==> src/apc_pkg.sv <==
// Constants for the per-axis parameter command set
// Assumes a single clock domain and four axes
package apc_pkg;
    localparam int AXES = 4;
    localparam logic [7:0] CMD_CENTER = 8'h08;
    localparam logic [7:0] CMD_CMD_POS = 8'h09;
    localparam logic [7:0] CMD_ENC_POS = 8'h0a;
    localparam logic [7:0] CMD_UPPER = 8'h0b;
    localparam logic [7:0] CMD_LOWER = 8'h0c;
    localparam logic [7:0] CMD_ACC_OFS = 8'h0d;
    localparam logic [7:0] CMD_DEC_RATE = 8'h0e;
    localparam logic [7:0] CMD_EXT_MODE = 8'h60;
    localparam logic [7:0] CMD_HOME_SPD = 8'h61;
    localparam logic [7:0] CMD_SYNC_MODE = 8'h64;
    localparam logic [15:0] ACC_OFS_RESET = 16'h0008;
    localparam logic [15:0] EXT_RESET = 16'h0000;
    localparam logic [15:0] SYNC_RESET = 16'h0000;
    localparam int EXT_ENC_CLEAR = 0;
    localparam int EXT_ENC_INV = 1;
    localparam int EXT_OUT_SWAP = 2;
    localparam int EXT_TRI_PREV = 3;
    localparam int EXT_VARIABLE_RING_ENABLE = 4;
    localparam int EXT_HOME_IRQ = 5;
    localparam int EXT_SPEED_PRI = 7;
    localparam int EXT_FE_LSB = 8;
    localparam int EXT_FL_LSB = 13;
    localparam int EVT_HOME_END = 8;
    localparam int CLK_MHZ = 40;
    localparam int CMD_BUSY_NS = 250;
    localparam int CMD_BUSY_CYC = (CMD_BUSY_NS * CLK_MHZ) / 1000;
    localparam int FILT_BASE_NS = 2000;
    localparam int FILT_BASE_CYC = (FILT_BASE_NS * CLK_MHZ) / 1000;
    localparam int FILT_STEP1_MUL = 128;
endpackage

==> src/apc_filt_if.sv <==
// Carries one raw input and its filtered copy between modules
// Assumes the apc_pkg compile order
interface apc_filt_if;
    logic raw;
    logic en;
    logic tick;
    logic out;
    modport filt (input raw, input en, input tick, output out);
    modport user (output raw, output en, output tick, input out);
endinterface

==> src/apc_axis_params.sv <==
//
// Behaviour
// Command 08h loads signed 32-bit circle center offset per axis.
// Command 09h overwrites commanded position counter, any time.
// Commanded counter follows plus and minus output pulses.
// Command 0Ah overwrites encoder position counter, any time.
// Encoder counter follows quadrature or up/down inputs by mode.
// Command 0Bh loads upper compare; drives status bit and pin.
// Command 0Ch loads lower compare; drives status bit and pin.
// Command 0Dh loads accel offset; reset value is 8.
// Host sets accel offset zero for slow fixed-pulse moves.
// Command 0Eh loads 16-bit deceleration increasing rate.
// Command 60h copies both data words into extension mode.
// Extension bit 0 with input two active stops and clears encoder.
// Extension bit 1 inverts encoder counting direction.
// Extension bit 2 swaps plus and minus pulse outputs.
// Bits 3 and 4 enable triangle prevention and ring wrap.
// Bit 5 makes home end pull interrupt low, set flag bit 8.
// Reading interrupting axis event status clears it, releases line.
// Bit 7 selects speed priority for S-curve profiles.
// Bits 12..8 enable filters per input group; first axis globals.
// Bits 15..13 choose filter time constant, doubling per code; here code 1 is 128x code 0, then doubling.
// Command 61h loads 16-bit low home search speed.
// Command 64h copies both data words into sync action mode.
// Host waits 250 ns between commands.
// Data goes to every axis selected in the command write.
//
// File holds the command interpreter and per-axis parameter registers
// Assumes host strobes are synchronous one-cycle pulses
module apc_axis_params
    import apc_pkg::*;
(
    input wire logic clock, // System clock
    input wire logic arst_n, // Async reset, active low
    input wire logic [15:0] write_data_low, // Staged data word low
    input wire logic [15:0] write_data_high, // Staged data word high
    input wire logic [7:0] cmd_code, // Command code
    input wire logic [apc_pkg::AXES-1:0] cmd_axes, // Axis selection
    input wire logic cmd_wr, // Command write strobe
    output logic cmd_busy, // Command still being taken
    input wire logic [apc_pkg::AXES-1:0] pulse_plus, // Plus output pulse
    input wire logic [apc_pkg::AXES-1:0] pulse_minus, // Minus output pulse
    input wire logic [apc_pkg::AXES-1:0] enc_updown_mode, // 1 up/down, 0 A/B
    input wire logic [apc_pkg::AXES-1:0] encoder_plus_input, // Phase A or up
    input wire logic [apc_pkg::AXES-1:0] encoder_minus_input, // Phase B or down
    input wire logic [apc_pkg::AXES-1:0] general_input_two, // Input two, raw
    input wire logic [apc_pkg::AXES-1:0] input_two_stop_enable, // Stop enable
    input wire logic [apc_pkg::AXES-1:0] input_two_active_level, // Active level
    input wire logic [apc_pkg::AXES-1:0] cmp_use_encoder, // Compare source
    input wire logic [apc_pkg::AXES-1:0] home_search_done, // Home end pulse
    input wire logic [apc_pkg::AXES-1:0] event_status_read, // Status read strobe
    output logic [apc_pkg::AXES-1:0] stop_request, // Stop drive pulse
    output logic [apc_pkg::AXES-1:0] plus_pulse_out, // Plus pulse pin
    output logic [apc_pkg::AXES-1:0] minus_pulse_out, // Minus pulse pin
    output logic [apc_pkg::AXES-1:0] upper_compare_pin, // Upper compare
    output logic [apc_pkg::AXES-1:0] lower_compare_pin, // Lower compare
    output logic [apc_pkg::AXES*2-1:0] compare_status_register, // Cmp bits
    output logic [apc_pkg::AXES*16-1:0] event_status_register, // Events
    output logic interrupt_out_low_o, // Interrupt drive value
    output logic interrupt_out_low_oe_n, // Interrupt enable, low drives
    output logic [apc_pkg::AXES*32-1:0] commanded_position_counter, // Cmd pos
    output logic [apc_pkg::AXES*32-1:0] encoder_position_counter, // Enc pos
    output logic [apc_pkg::AXES*32-1:0] circle_center, // Center offsets
    output logic [apc_pkg::AXES*32-1:0] upper_compare_value, // Upper cmp
    output logic [apc_pkg::AXES*32-1:0] lower_compare_value, // Lower cmp
    output logic [apc_pkg::AXES*16-1:0] accel_counter_offset, // Offset
    output logic [apc_pkg::AXES*16-1:0] decel_increase_rate, // Rate
    output logic [apc_pkg::AXES*16-1:0] home_search_low_speed, // Speed
    output logic [apc_pkg::AXES*16-1:0] extension_mode_low, // Ext low
    output logic [apc_pkg::AXES*16-1:0] extension_mode_high, // Ext high
    output logic [apc_pkg::AXES*16-1:0] sync_action_mode_low, // Sync low
    output logic [apc_pkg::AXES*16-1:0] sync_action_mode_high, // Sync high
    output logic [apc_pkg::AXES-1:0] triangle_prevention, // Profile flag
    output logic [apc_pkg::AXES-1:0] variable_ring_enable, // Ring wrap flag
    output logic [apc_pkg::AXES-1:0] speed_priority_scurve // S-curve flag
);
    // ***************************************************************
    // Reset release and command timing
    // ***************************************************************
    logic rst_s1_q, rst_n_q;
    always_ff @(posedge clock or negedge arst_n) begin
        if (!arst_n) begin
            rst_s1_q <= 1'b0;
            rst_n_q <= 1'b0;
        end else begin
            rst_s1_q <= 1'b1;
            rst_n_q <= rst_s1_q;
        end
    end

    localparam logic [3:0] BUSY_LOAD = 4'(CMD_BUSY_CYC);
    logic [3:0] busy_q;
    assign cmd_busy = busy_q != 4'h0;
    always_ff @(posedge clock or negedge rst_n_q) begin
        if (!rst_n_q) begin
            busy_q <= 4'h0;
        end else if (cmd_wr) begin
            busy_q <= BUSY_LOAD;
        end else if (cmd_busy) begin
            busy_q <= busy_q - 4'h1;
        end
    end

    // ***************************************************************
    // Command decode
    // ***************************************************************
    logic [31:0] wdata;
    logic [15:0] neg_one;
    assign wdata = {write_data_high, write_data_low};
    assign neg_one = 16'hffff;
    logic dec_center, dec_cmd_pos, dec_enc_pos, dec_upper, dec_lower;
    logic dec_acc, dec_dec, dec_ext, dec_home, dec_sync;
    assign dec_center = cmd_wr && cmd_code == CMD_CENTER;
    assign dec_cmd_pos = cmd_wr && cmd_code == CMD_CMD_POS;
    assign dec_enc_pos = cmd_wr && cmd_code == CMD_ENC_POS;
    assign dec_upper = cmd_wr && cmd_code == CMD_UPPER;
    assign dec_lower = cmd_wr && cmd_code == CMD_LOWER;
    assign dec_acc = cmd_wr && cmd_code == CMD_ACC_OFS;
    assign dec_dec = cmd_wr && cmd_code == CMD_DEC_RATE;
    assign dec_ext = cmd_wr && cmd_code == CMD_EXT_MODE;
    assign dec_home = cmd_wr && cmd_code == CMD_HOME_SPD;
    assign dec_sync = cmd_wr && cmd_code == CMD_SYNC_MODE;

    // ***************************************************************
    // Filter time base shared by all axes
    // ***************************************************************
    localparam logic [19:0] BASE_LOAD = 20'(FILT_BASE_CYC / 8 - 1);
    localparam logic [19:0] STEP_MUL = 20'(FILT_STEP1_MUL);
    logic [19:0] tb_cnt_q;
    logic [19:0] tb_limit;
    logic [2:0] fl_code;
    logic filt_tick;
    assign fl_code = extension_mode_low[EXT_FL_LSB +: 3];
    // Code 0 is the short base; each later code doubles from 128x
    assign tb_limit = (fl_code == 3'h0) ? BASE_LOAD
                      : 20'(((BASE_LOAD + 20'h1) * STEP_MUL << (fl_code - 3'h1)) - 20'h1);
    assign filt_tick = tb_cnt_q == 20'h0;
    always_ff @(posedge clock or negedge rst_n_q) begin
        if (!rst_n_q) begin
            tb_cnt_q <= 20'h0;
        end else if (filt_tick) begin
            tb_cnt_q <= tb_limit;
        end else begin
            tb_cnt_q <= tb_cnt_q - 20'h1;
        end
    end

    // ***************************************************************
    // Per-axis registers and counters
    // ***************************************************************
    logic [AXES-1:0] irq_pend;
    genvar a;
    generate
        for (a = 0; a < AXES; a++) begin : g_axis
            logic sel;
            logic [15:0] ext_lo_q, ext_hi_q, sync_lo_q, sync_hi_q;
            logic [15:0] acc_q, dec_q, home_q, evt_q;
            logic [31:0] ctr_q, lpos_q, epos_q, up_q, lo_q;
            logic [1:0] enc_prev_q;
            logic in2_prev_q;
            logic signed [31:0] cmp_src;
            logic enc_up, enc_dn, in2_act, in2_edge, enc_clr;
            logic [31:0] epos_step;
            apc_filt_if fin2 ();
            assign sel = cmd_axes[a];

            // Input two passes its own filter, group enable bit 9
            assign fin2.raw = general_input_two[a];
            assign fin2.en = ext_lo_q[EXT_FE_LSB + 1];
            assign fin2.tick = filt_tick;
            apc_filter u_filt_in2 (.clock(clock), .rst_n(rst_n_q), .f(fin2));

            assign in2_act = input_two_stop_enable[a] && (fin2.out == input_two_active_level[a]);
            assign in2_edge = in2_act && !in2_prev_q;
            assign enc_clr = ext_lo_q[EXT_ENC_CLEAR] && in2_edge;
            assign stop_request[a] = enc_clr;

            // Quadrature: count on each phase edge by lead direction
            logic qa, qb, pa, pb, up_raw, dn_raw;
            assign qa = encoder_plus_input[a];
            assign qb = encoder_minus_input[a];
            assign pa = enc_prev_q[0];
            assign pb = enc_prev_q[1];
            assign up_raw = enc_updown_mode[a] ? (qa && !pa)
                            : (((qa ^ pa) && (qa != qb)) || ((qb ^ pb) && (qa == qb)));
            assign dn_raw = enc_updown_mode[a] ? (qb && !pb)
                            : (((qa ^ pa) && (qa == qb)) || ((qb ^ pb) && (qa != qb)));
            assign enc_up = ext_lo_q[EXT_ENC_INV] ? dn_raw : up_raw;
            assign enc_dn = ext_lo_q[EXT_ENC_INV] ? up_raw : dn_raw;
            assign epos_step = enc_up ? 32'h1 : (enc_dn ? {neg_one, neg_one} : 32'h0);

            assign plus_pulse_out[a] = ext_lo_q[EXT_OUT_SWAP] ? pulse_minus[a] : pulse_plus[a];
            assign minus_pulse_out[a] = ext_lo_q[EXT_OUT_SWAP] ? pulse_plus[a] : pulse_minus[a];

            assign cmp_src = cmp_use_encoder[a] ? epos_q : lpos_q;
            assign upper_compare_pin[a] = cmp_src >= $signed(up_q);
            assign lower_compare_pin[a] = cmp_src < $signed(lo_q);
            assign compare_status_register[a*2 +: 2] = {lower_compare_pin[a], upper_compare_pin[a]};

            always_ff @(posedge clock or negedge rst_n_q) begin
                if (!rst_n_q) begin
                    ctr_q <= 32'h0;
                    up_q <= 32'h0;
                    lo_q <= 32'h0;
                    acc_q <= ACC_OFS_RESET;
                    dec_q <= 16'h0;
                    home_q <= 16'h0;
                end else if (sel) begin
                    if (dec_center) ctr_q <= wdata;
                    if (dec_upper) up_q <= wdata;
                    if (dec_lower) lo_q <= wdata;
                    if (dec_acc) acc_q <= write_data_low;
                    if (dec_dec) dec_q <= write_data_low;
                    if (dec_home) home_q <= write_data_low;
                end
            end

            always_ff @(posedge clock or negedge rst_n_q) begin
                if (!rst_n_q) begin
                    ext_lo_q <= EXT_RESET;
                    ext_hi_q <= EXT_RESET;
                    sync_lo_q <= SYNC_RESET;
                    sync_hi_q <= SYNC_RESET;
                end else if (sel && dec_ext) begin
                    ext_lo_q <= write_data_low;
                    ext_hi_q <= write_data_high;
                end else if (sel && dec_sync) begin
                    sync_lo_q <= write_data_low;
                    sync_hi_q <= write_data_high;
                end
            end

            always_ff @(posedge clock or negedge rst_n_q) begin
                if (!rst_n_q) begin
                    lpos_q <= 32'h0;
                end else if (sel && dec_cmd_pos) begin
                    lpos_q <= wdata;
                end else if (pulse_plus[a]) begin
                    lpos_q <= lpos_q + 32'h1;
                end else if (pulse_minus[a]) begin
                    lpos_q <= lpos_q - 32'h1;
                end
            end

            always_ff @(posedge clock or negedge rst_n_q) begin
                if (!rst_n_q) begin
                    epos_q <= 32'h0;
                    enc_prev_q <= 2'h0;
                    in2_prev_q <= 1'b0;
                end else begin
                    enc_prev_q <= {qb, qa};
                    in2_prev_q <= in2_act;
                    if (sel && dec_enc_pos) epos_q <= wdata;
                    else if (enc_clr) epos_q <= 32'h0;
                    else epos_q <= epos_q + epos_step;
                end
            end

            // Home end sets the flag even on the read cycle
            always_ff @(posedge clock or negedge rst_n_q) begin
                if (!rst_n_q) begin
                    evt_q <= 16'h0;
                end else if (home_search_done[a] && ext_lo_q[EXT_HOME_IRQ]) begin
                    evt_q <= 16'h1 << EVT_HOME_END;
                end else if (event_status_read[a]) begin
                    evt_q <= 16'h0;
                end
            end
            assign irq_pend[a] = evt_q[EVT_HOME_END];

            assign event_status_register[a*16 +: 16] = evt_q;
            assign commanded_position_counter[a*32 +: 32] = lpos_q;
            assign encoder_position_counter[a*32 +: 32] = epos_q;
            assign circle_center[a*32 +: 32] = ctr_q;
            assign upper_compare_value[a*32 +: 32] = up_q;
            assign lower_compare_value[a*32 +: 32] = lo_q;
            assign accel_counter_offset[a*16 +: 16] = acc_q;
            assign decel_increase_rate[a*16 +: 16] = dec_q;
            assign home_search_low_speed[a*16 +: 16] = home_q;
            assign extension_mode_low[a*16 +: 16] = ext_lo_q;
            assign extension_mode_high[a*16 +: 16] = ext_hi_q;
            assign sync_action_mode_low[a*16 +: 16] = sync_lo_q;
            assign sync_action_mode_high[a*16 +: 16] = sync_hi_q;
            assign triangle_prevention[a] = ext_lo_q[EXT_TRI_PREV];
            assign variable_ring_enable[a] = ext_lo_q[EXT_VARIABLE_RING_ENABLE];
            assign speed_priority_scurve[a] = ext_lo_q[EXT_SPEED_PRI];
        end
    endgenerate

    // ***************************************************************
    // Open-drain interrupt: drive low while any axis pends
    // ***************************************************************
    assign interrupt_out_low_o = 1'b0;
    assign interrupt_out_low_oe_n = ~|irq_pend;
endmodule

==> src/apc_filter.sv <==
// One input noise filter: output follows input after a stable run
// Assumes a tick pulse from the shared time-constant divider
module apc_filter (
    input wire logic clock, // System clock
    input wire logic rst_n, // Synchronised reset
    apc_filt_if.filt f // Raw input and filtered output
);
    logic [2:0] cnt_q;
    logic out_q;
    logic differs;
    assign differs = f.raw != out_q;
    assign f.out = f.en ? out_q : f.raw;
    always_ff @(posedge clock or negedge rst_n) begin
        if (!rst_n) begin
            cnt_q <= 3'h0;
            out_q <= 1'b1;
        end else if (!differs) begin
            cnt_q <= 3'h0;
        end else if (f.tick) begin
            cnt_q <= cnt_q + 3'h1;
            if (cnt_q == 3'h7) begin
                out_q <= f.raw;
            end
        end
    end
endmodule

==> config.mk <==
export PLATFORM = sky130hd
export DESIGN_NAME = apc_axis_params
export DESIGN_NICKNAME = d
export VERILOG_FILES = /design/src/apc_pkg.sv /design/src/apc_filt_if.sv /design/src/apc_axis_params.sv /design/src/apc_filter.sv
export SDC_FILE = /design/constraint.sdc
export NUM_CORES = 2
export LEC_CHECK = 0
export ABC_CLOCK_PERIOD_IN_PS = 31300
export BUFFER_PORTS_ARGS = -buffer_cell sky130_fd_sc_hd__buf_2
export CORE_AREA = 2 2 499 501
export DETAILED_ROUTE_END_ITERATION = 16
export DIE_AREA = 0 0 501 503
export PLACE_DENSITY_LB_ADDON = 0.25
export RECOVER_POWER = 50
export SYNTH_ARGS = -nofsm -noshare
export SYNTH_HDL_FRONTEND = slang
export SYNTH_HIERARCHICAL = 1
export SYNTH_SLANG_ARGS = --single-unit
==> constraint.sdc <==
create_clock -name clock -period 31.3 [get_ports clock]
set_input_delay 3.13 -clock clock [delete_from_list [all_inputs] [get_ports clock]]
set_output_delay 3.13 -clock clock [all_outputs]
set_load 0.1 [all_outputs]
==> metrics <==
Achievable Freq=roughly 70 MHz; first-pass GRT wire length=roughly 400000 um; Final min period=14.61 ns; row cnt=183; Power Internal=3.98 mW; cell chain of the critical path=clkbuf_1, clkbuf_1, clkbuf_1, clkbuf_1, buf_4; RSZ-0062 raised after global routing=no; Die Height=503 um; # clock sinks=about 1100; Gate power share=54.0%; Hold Vio Cnt, Final=0; initial antenna violation count=38; Post-Synthesis Cell Area=64900 um^2; CP max stage delay=roughly 5.3 ns; total power=slightly above 8 mW; Min Hold Slack=0.349 ns; post-DP HPWL=about 210000 um; Max-slew headroom=-429%; power share of the clock group=20.8%; clock slew at reported path FFs=~0.06 ns; Final WS setup=16.69 ns; dpl cells=approximately 10000; worst skew pair latency=approximately 0.81 ns; CTS root buf=clkbuf_16; Synthesis Warnings=6; Post-CTS Hold Fix Bufs=0; Unique masters post-synth=83; htree depth=4; Synth area leader=dfrtp_1; synthesized area per cell=approximately 11 um^2; status=complete, but fails checks; Post-Syn Instances=6009; DR DRC count=0; Synth Register Bits=between 1000 and 1500; worst-path maximum fanout=between 100 and 150; Via Count=52263; Ports=1286; Worst Max-Slew Pin Slew=7.94 ns; pre-CTS WS=21.14 ns; postcts setup bufs=0; Critical Path Start Type=flip-flop; Setup TNS=0 ns; Layout area overhead=21.2%; I/O Buffers=1224; Pins Over Slew Limit=1596; top cells by area, synth=dfrtp_1 (44%), mux2_2 (17%), ha_1 (10%), a21oi_1 (3.1%), a21o_1 (2.5%); Initial DRC Count=3467; Final setup viols=0; clock buffer depth=3; WS Path Type=reg2async; largest net degree at the start of global routing=146; final wirelength=285000 um; CP most frequent cell=clkbuf_1; number of CTS-inserted buffers=between 100 and 150; Yosys top cell area share=43.9%; die area=252000 um^2; CTS resizes=0; worst IR drop on VDD=113 uV; Via density=4.99; Seq/Total Area, Yosys=44.2%; mean routed wirelength per cell=around 27 um; Core Area=between 200000 and 250000 um^2; switching share of power=between 50% and 60%; Post-synth ARST share=100%; top_reg_cell synth=dfrtp_1; most numerous cell in the Yosys netlist=dfrtp_1; post-route insts no fill=10483; CTS tree=built; Initial Util=between 20% and 30%; Synth top cells by count=dfrtp_1 (1138), mux2_2 (967), ha_1 (517); global placement routability congestion=slightly above 0.9; Psw=4.26 mW; Pre-Repair DR Iteration Count=7; Final nets=7739; Power Density=105 nW/um^2; GR Util All Layers=21.9%; grt ovf=0; worst endpoint data arrival time=between 15 and 20 ns; Reg power frac=25.3%; static leakage=slightly below 40 nW; max-cap viol count=34; EDFF count, synth=0; Layout Skew=0.0464 ns; Final period util=roughly 47%; violated checks=capacitance limit, slew limit; share of cells above drive strength 1=a little under a third; Die Wd=roughly 500 um; Critical Path End Type=async pin; CP max stage cell=clkbuf_1; Worst Hold Class=reg2reg; vias in the first global route=52414; Routed Antenna Nets=0; Worst EP required=32.06 ns
==> logic make-up (layout without fill, tap and decap cells) <==
group,Yosys count,after routing,synth area share (%)
flip-flops,1146,1146,44.2
XOR/XNOR,263,263,3.57
other,2,76,0.0116
adder cells (fa/ha/maj),525,525,10.2
AO/OA/AOI/OAI,1279,1279,12.5
multiplexers,989,989,17.1
buffers and inverters,730,1893,4.72
AND/OR/NAND/NOR,1075,1075,7.67
==> registers in the layout, indices dropped and copies added (netlist names), 8 cells and up <==
name and count:
g_axis.sync_lo_q 64, g_axis.dec_q 64, g_axis.lpos_q 128, g_axis.u_filt_in2/cnt_q 12
g_axis.ext_lo_q 64, g_axis.lo_q 128, g_axis.home_q 64, g_axis.ext_hi_q 64
g_axis.enc_prev_q 8, g_axis.ctr_q 128, tb_cnt_q 20, g_axis.acc_q 64
g_axis.up_q 128, g_axis.epos_q 128, g_axis.sync_hi_q 64
==> critical path, delay by kind of cell, from the launching register on <==
kind	cells	cell delay (ns)
buf+inv	5	12.77
flops	1	1.44
==> power groups by stage <==
stage / Clock, mW / Combinational [mW] / Sequential, mW
after floorplan: 0 / 2.14 / 3.35
after global placement: 0 / 4.39 / 2.10
after detailed placement: 0 / 4.43 / 2.09
after CTS: 1.76 / 4.45 / 2.07
after global routing: 1.81 / 4.80 / 2.09
final: 1.71 / 4.45 / 2.08
==> layout by cell type, fill, tap and decap left out, types with 66 or more instances in the layout <==
cell type,count
xor2_1,104
nor2_1,317
a21o_1,220
ha_1,517
clkbuf_1,285
buf_2,987
mux2_2,963
inv_1,331
a21oi_1,394
o21ai_0,263
nand4_1,78
clkbuf_16,144
buf_4,66
xnor2_1,158
dfrtp_1,1138
nand2_1,355
==> path summary, 6_finish.rpt <==
kind,start,to,slack (ns),cells past startpoint
hold reg to reg,rst_s1_q,rst_n_q,0.35,0
max in group clock,cmp_use_encoder[2],lower_compare_pin[2],21.02,15
setup / recovery,rst_n_q,g_axis[2].up_q[19],16.69,5
setup reg to reg,rst_n_q,g_axis[2].up_q[19],16.69,5
hold / removal,rst_s1_q,rst_n_q,0.35,0
min in group asynchronous,rst_n_q,g_axis[3].home_q[12],0.69,0
==> final cells by class <==
class | count | area (um^2)
fillers | 25533 | 168000
multi-input cells | 4193 | 33500
flip-flops and latches | 1146 | 28700
repair buffers | 1307 | 6400
clock buffers | 208 | 4160
well taps | 3237 | 4050
inverters | 332 | 1250
clock inverters | 46 | 662
diodes | 14 | 35.0
==> per-layer routing <==
layer  GRT usage [%]  wire (um)  up-vias
met1            27.7     120000    26563
met3            4.45      18600      372
li1                -          -    23505
met5               0         92        -
met4            8.03      10600       14
met2            36.8     136000     1809
==> through the flow <==
step	utilization, %	instance area, um^2
4_1_cts	32.0	79200
2_1_floorplan	-	65200
5_1_grt	31.8	78700
6_report	31.9	78700
3_3_place_gp	30.1	74300
3_5_place_dp	30.1	74300
No activity file was read; power rests on OpenSTA's default activity.
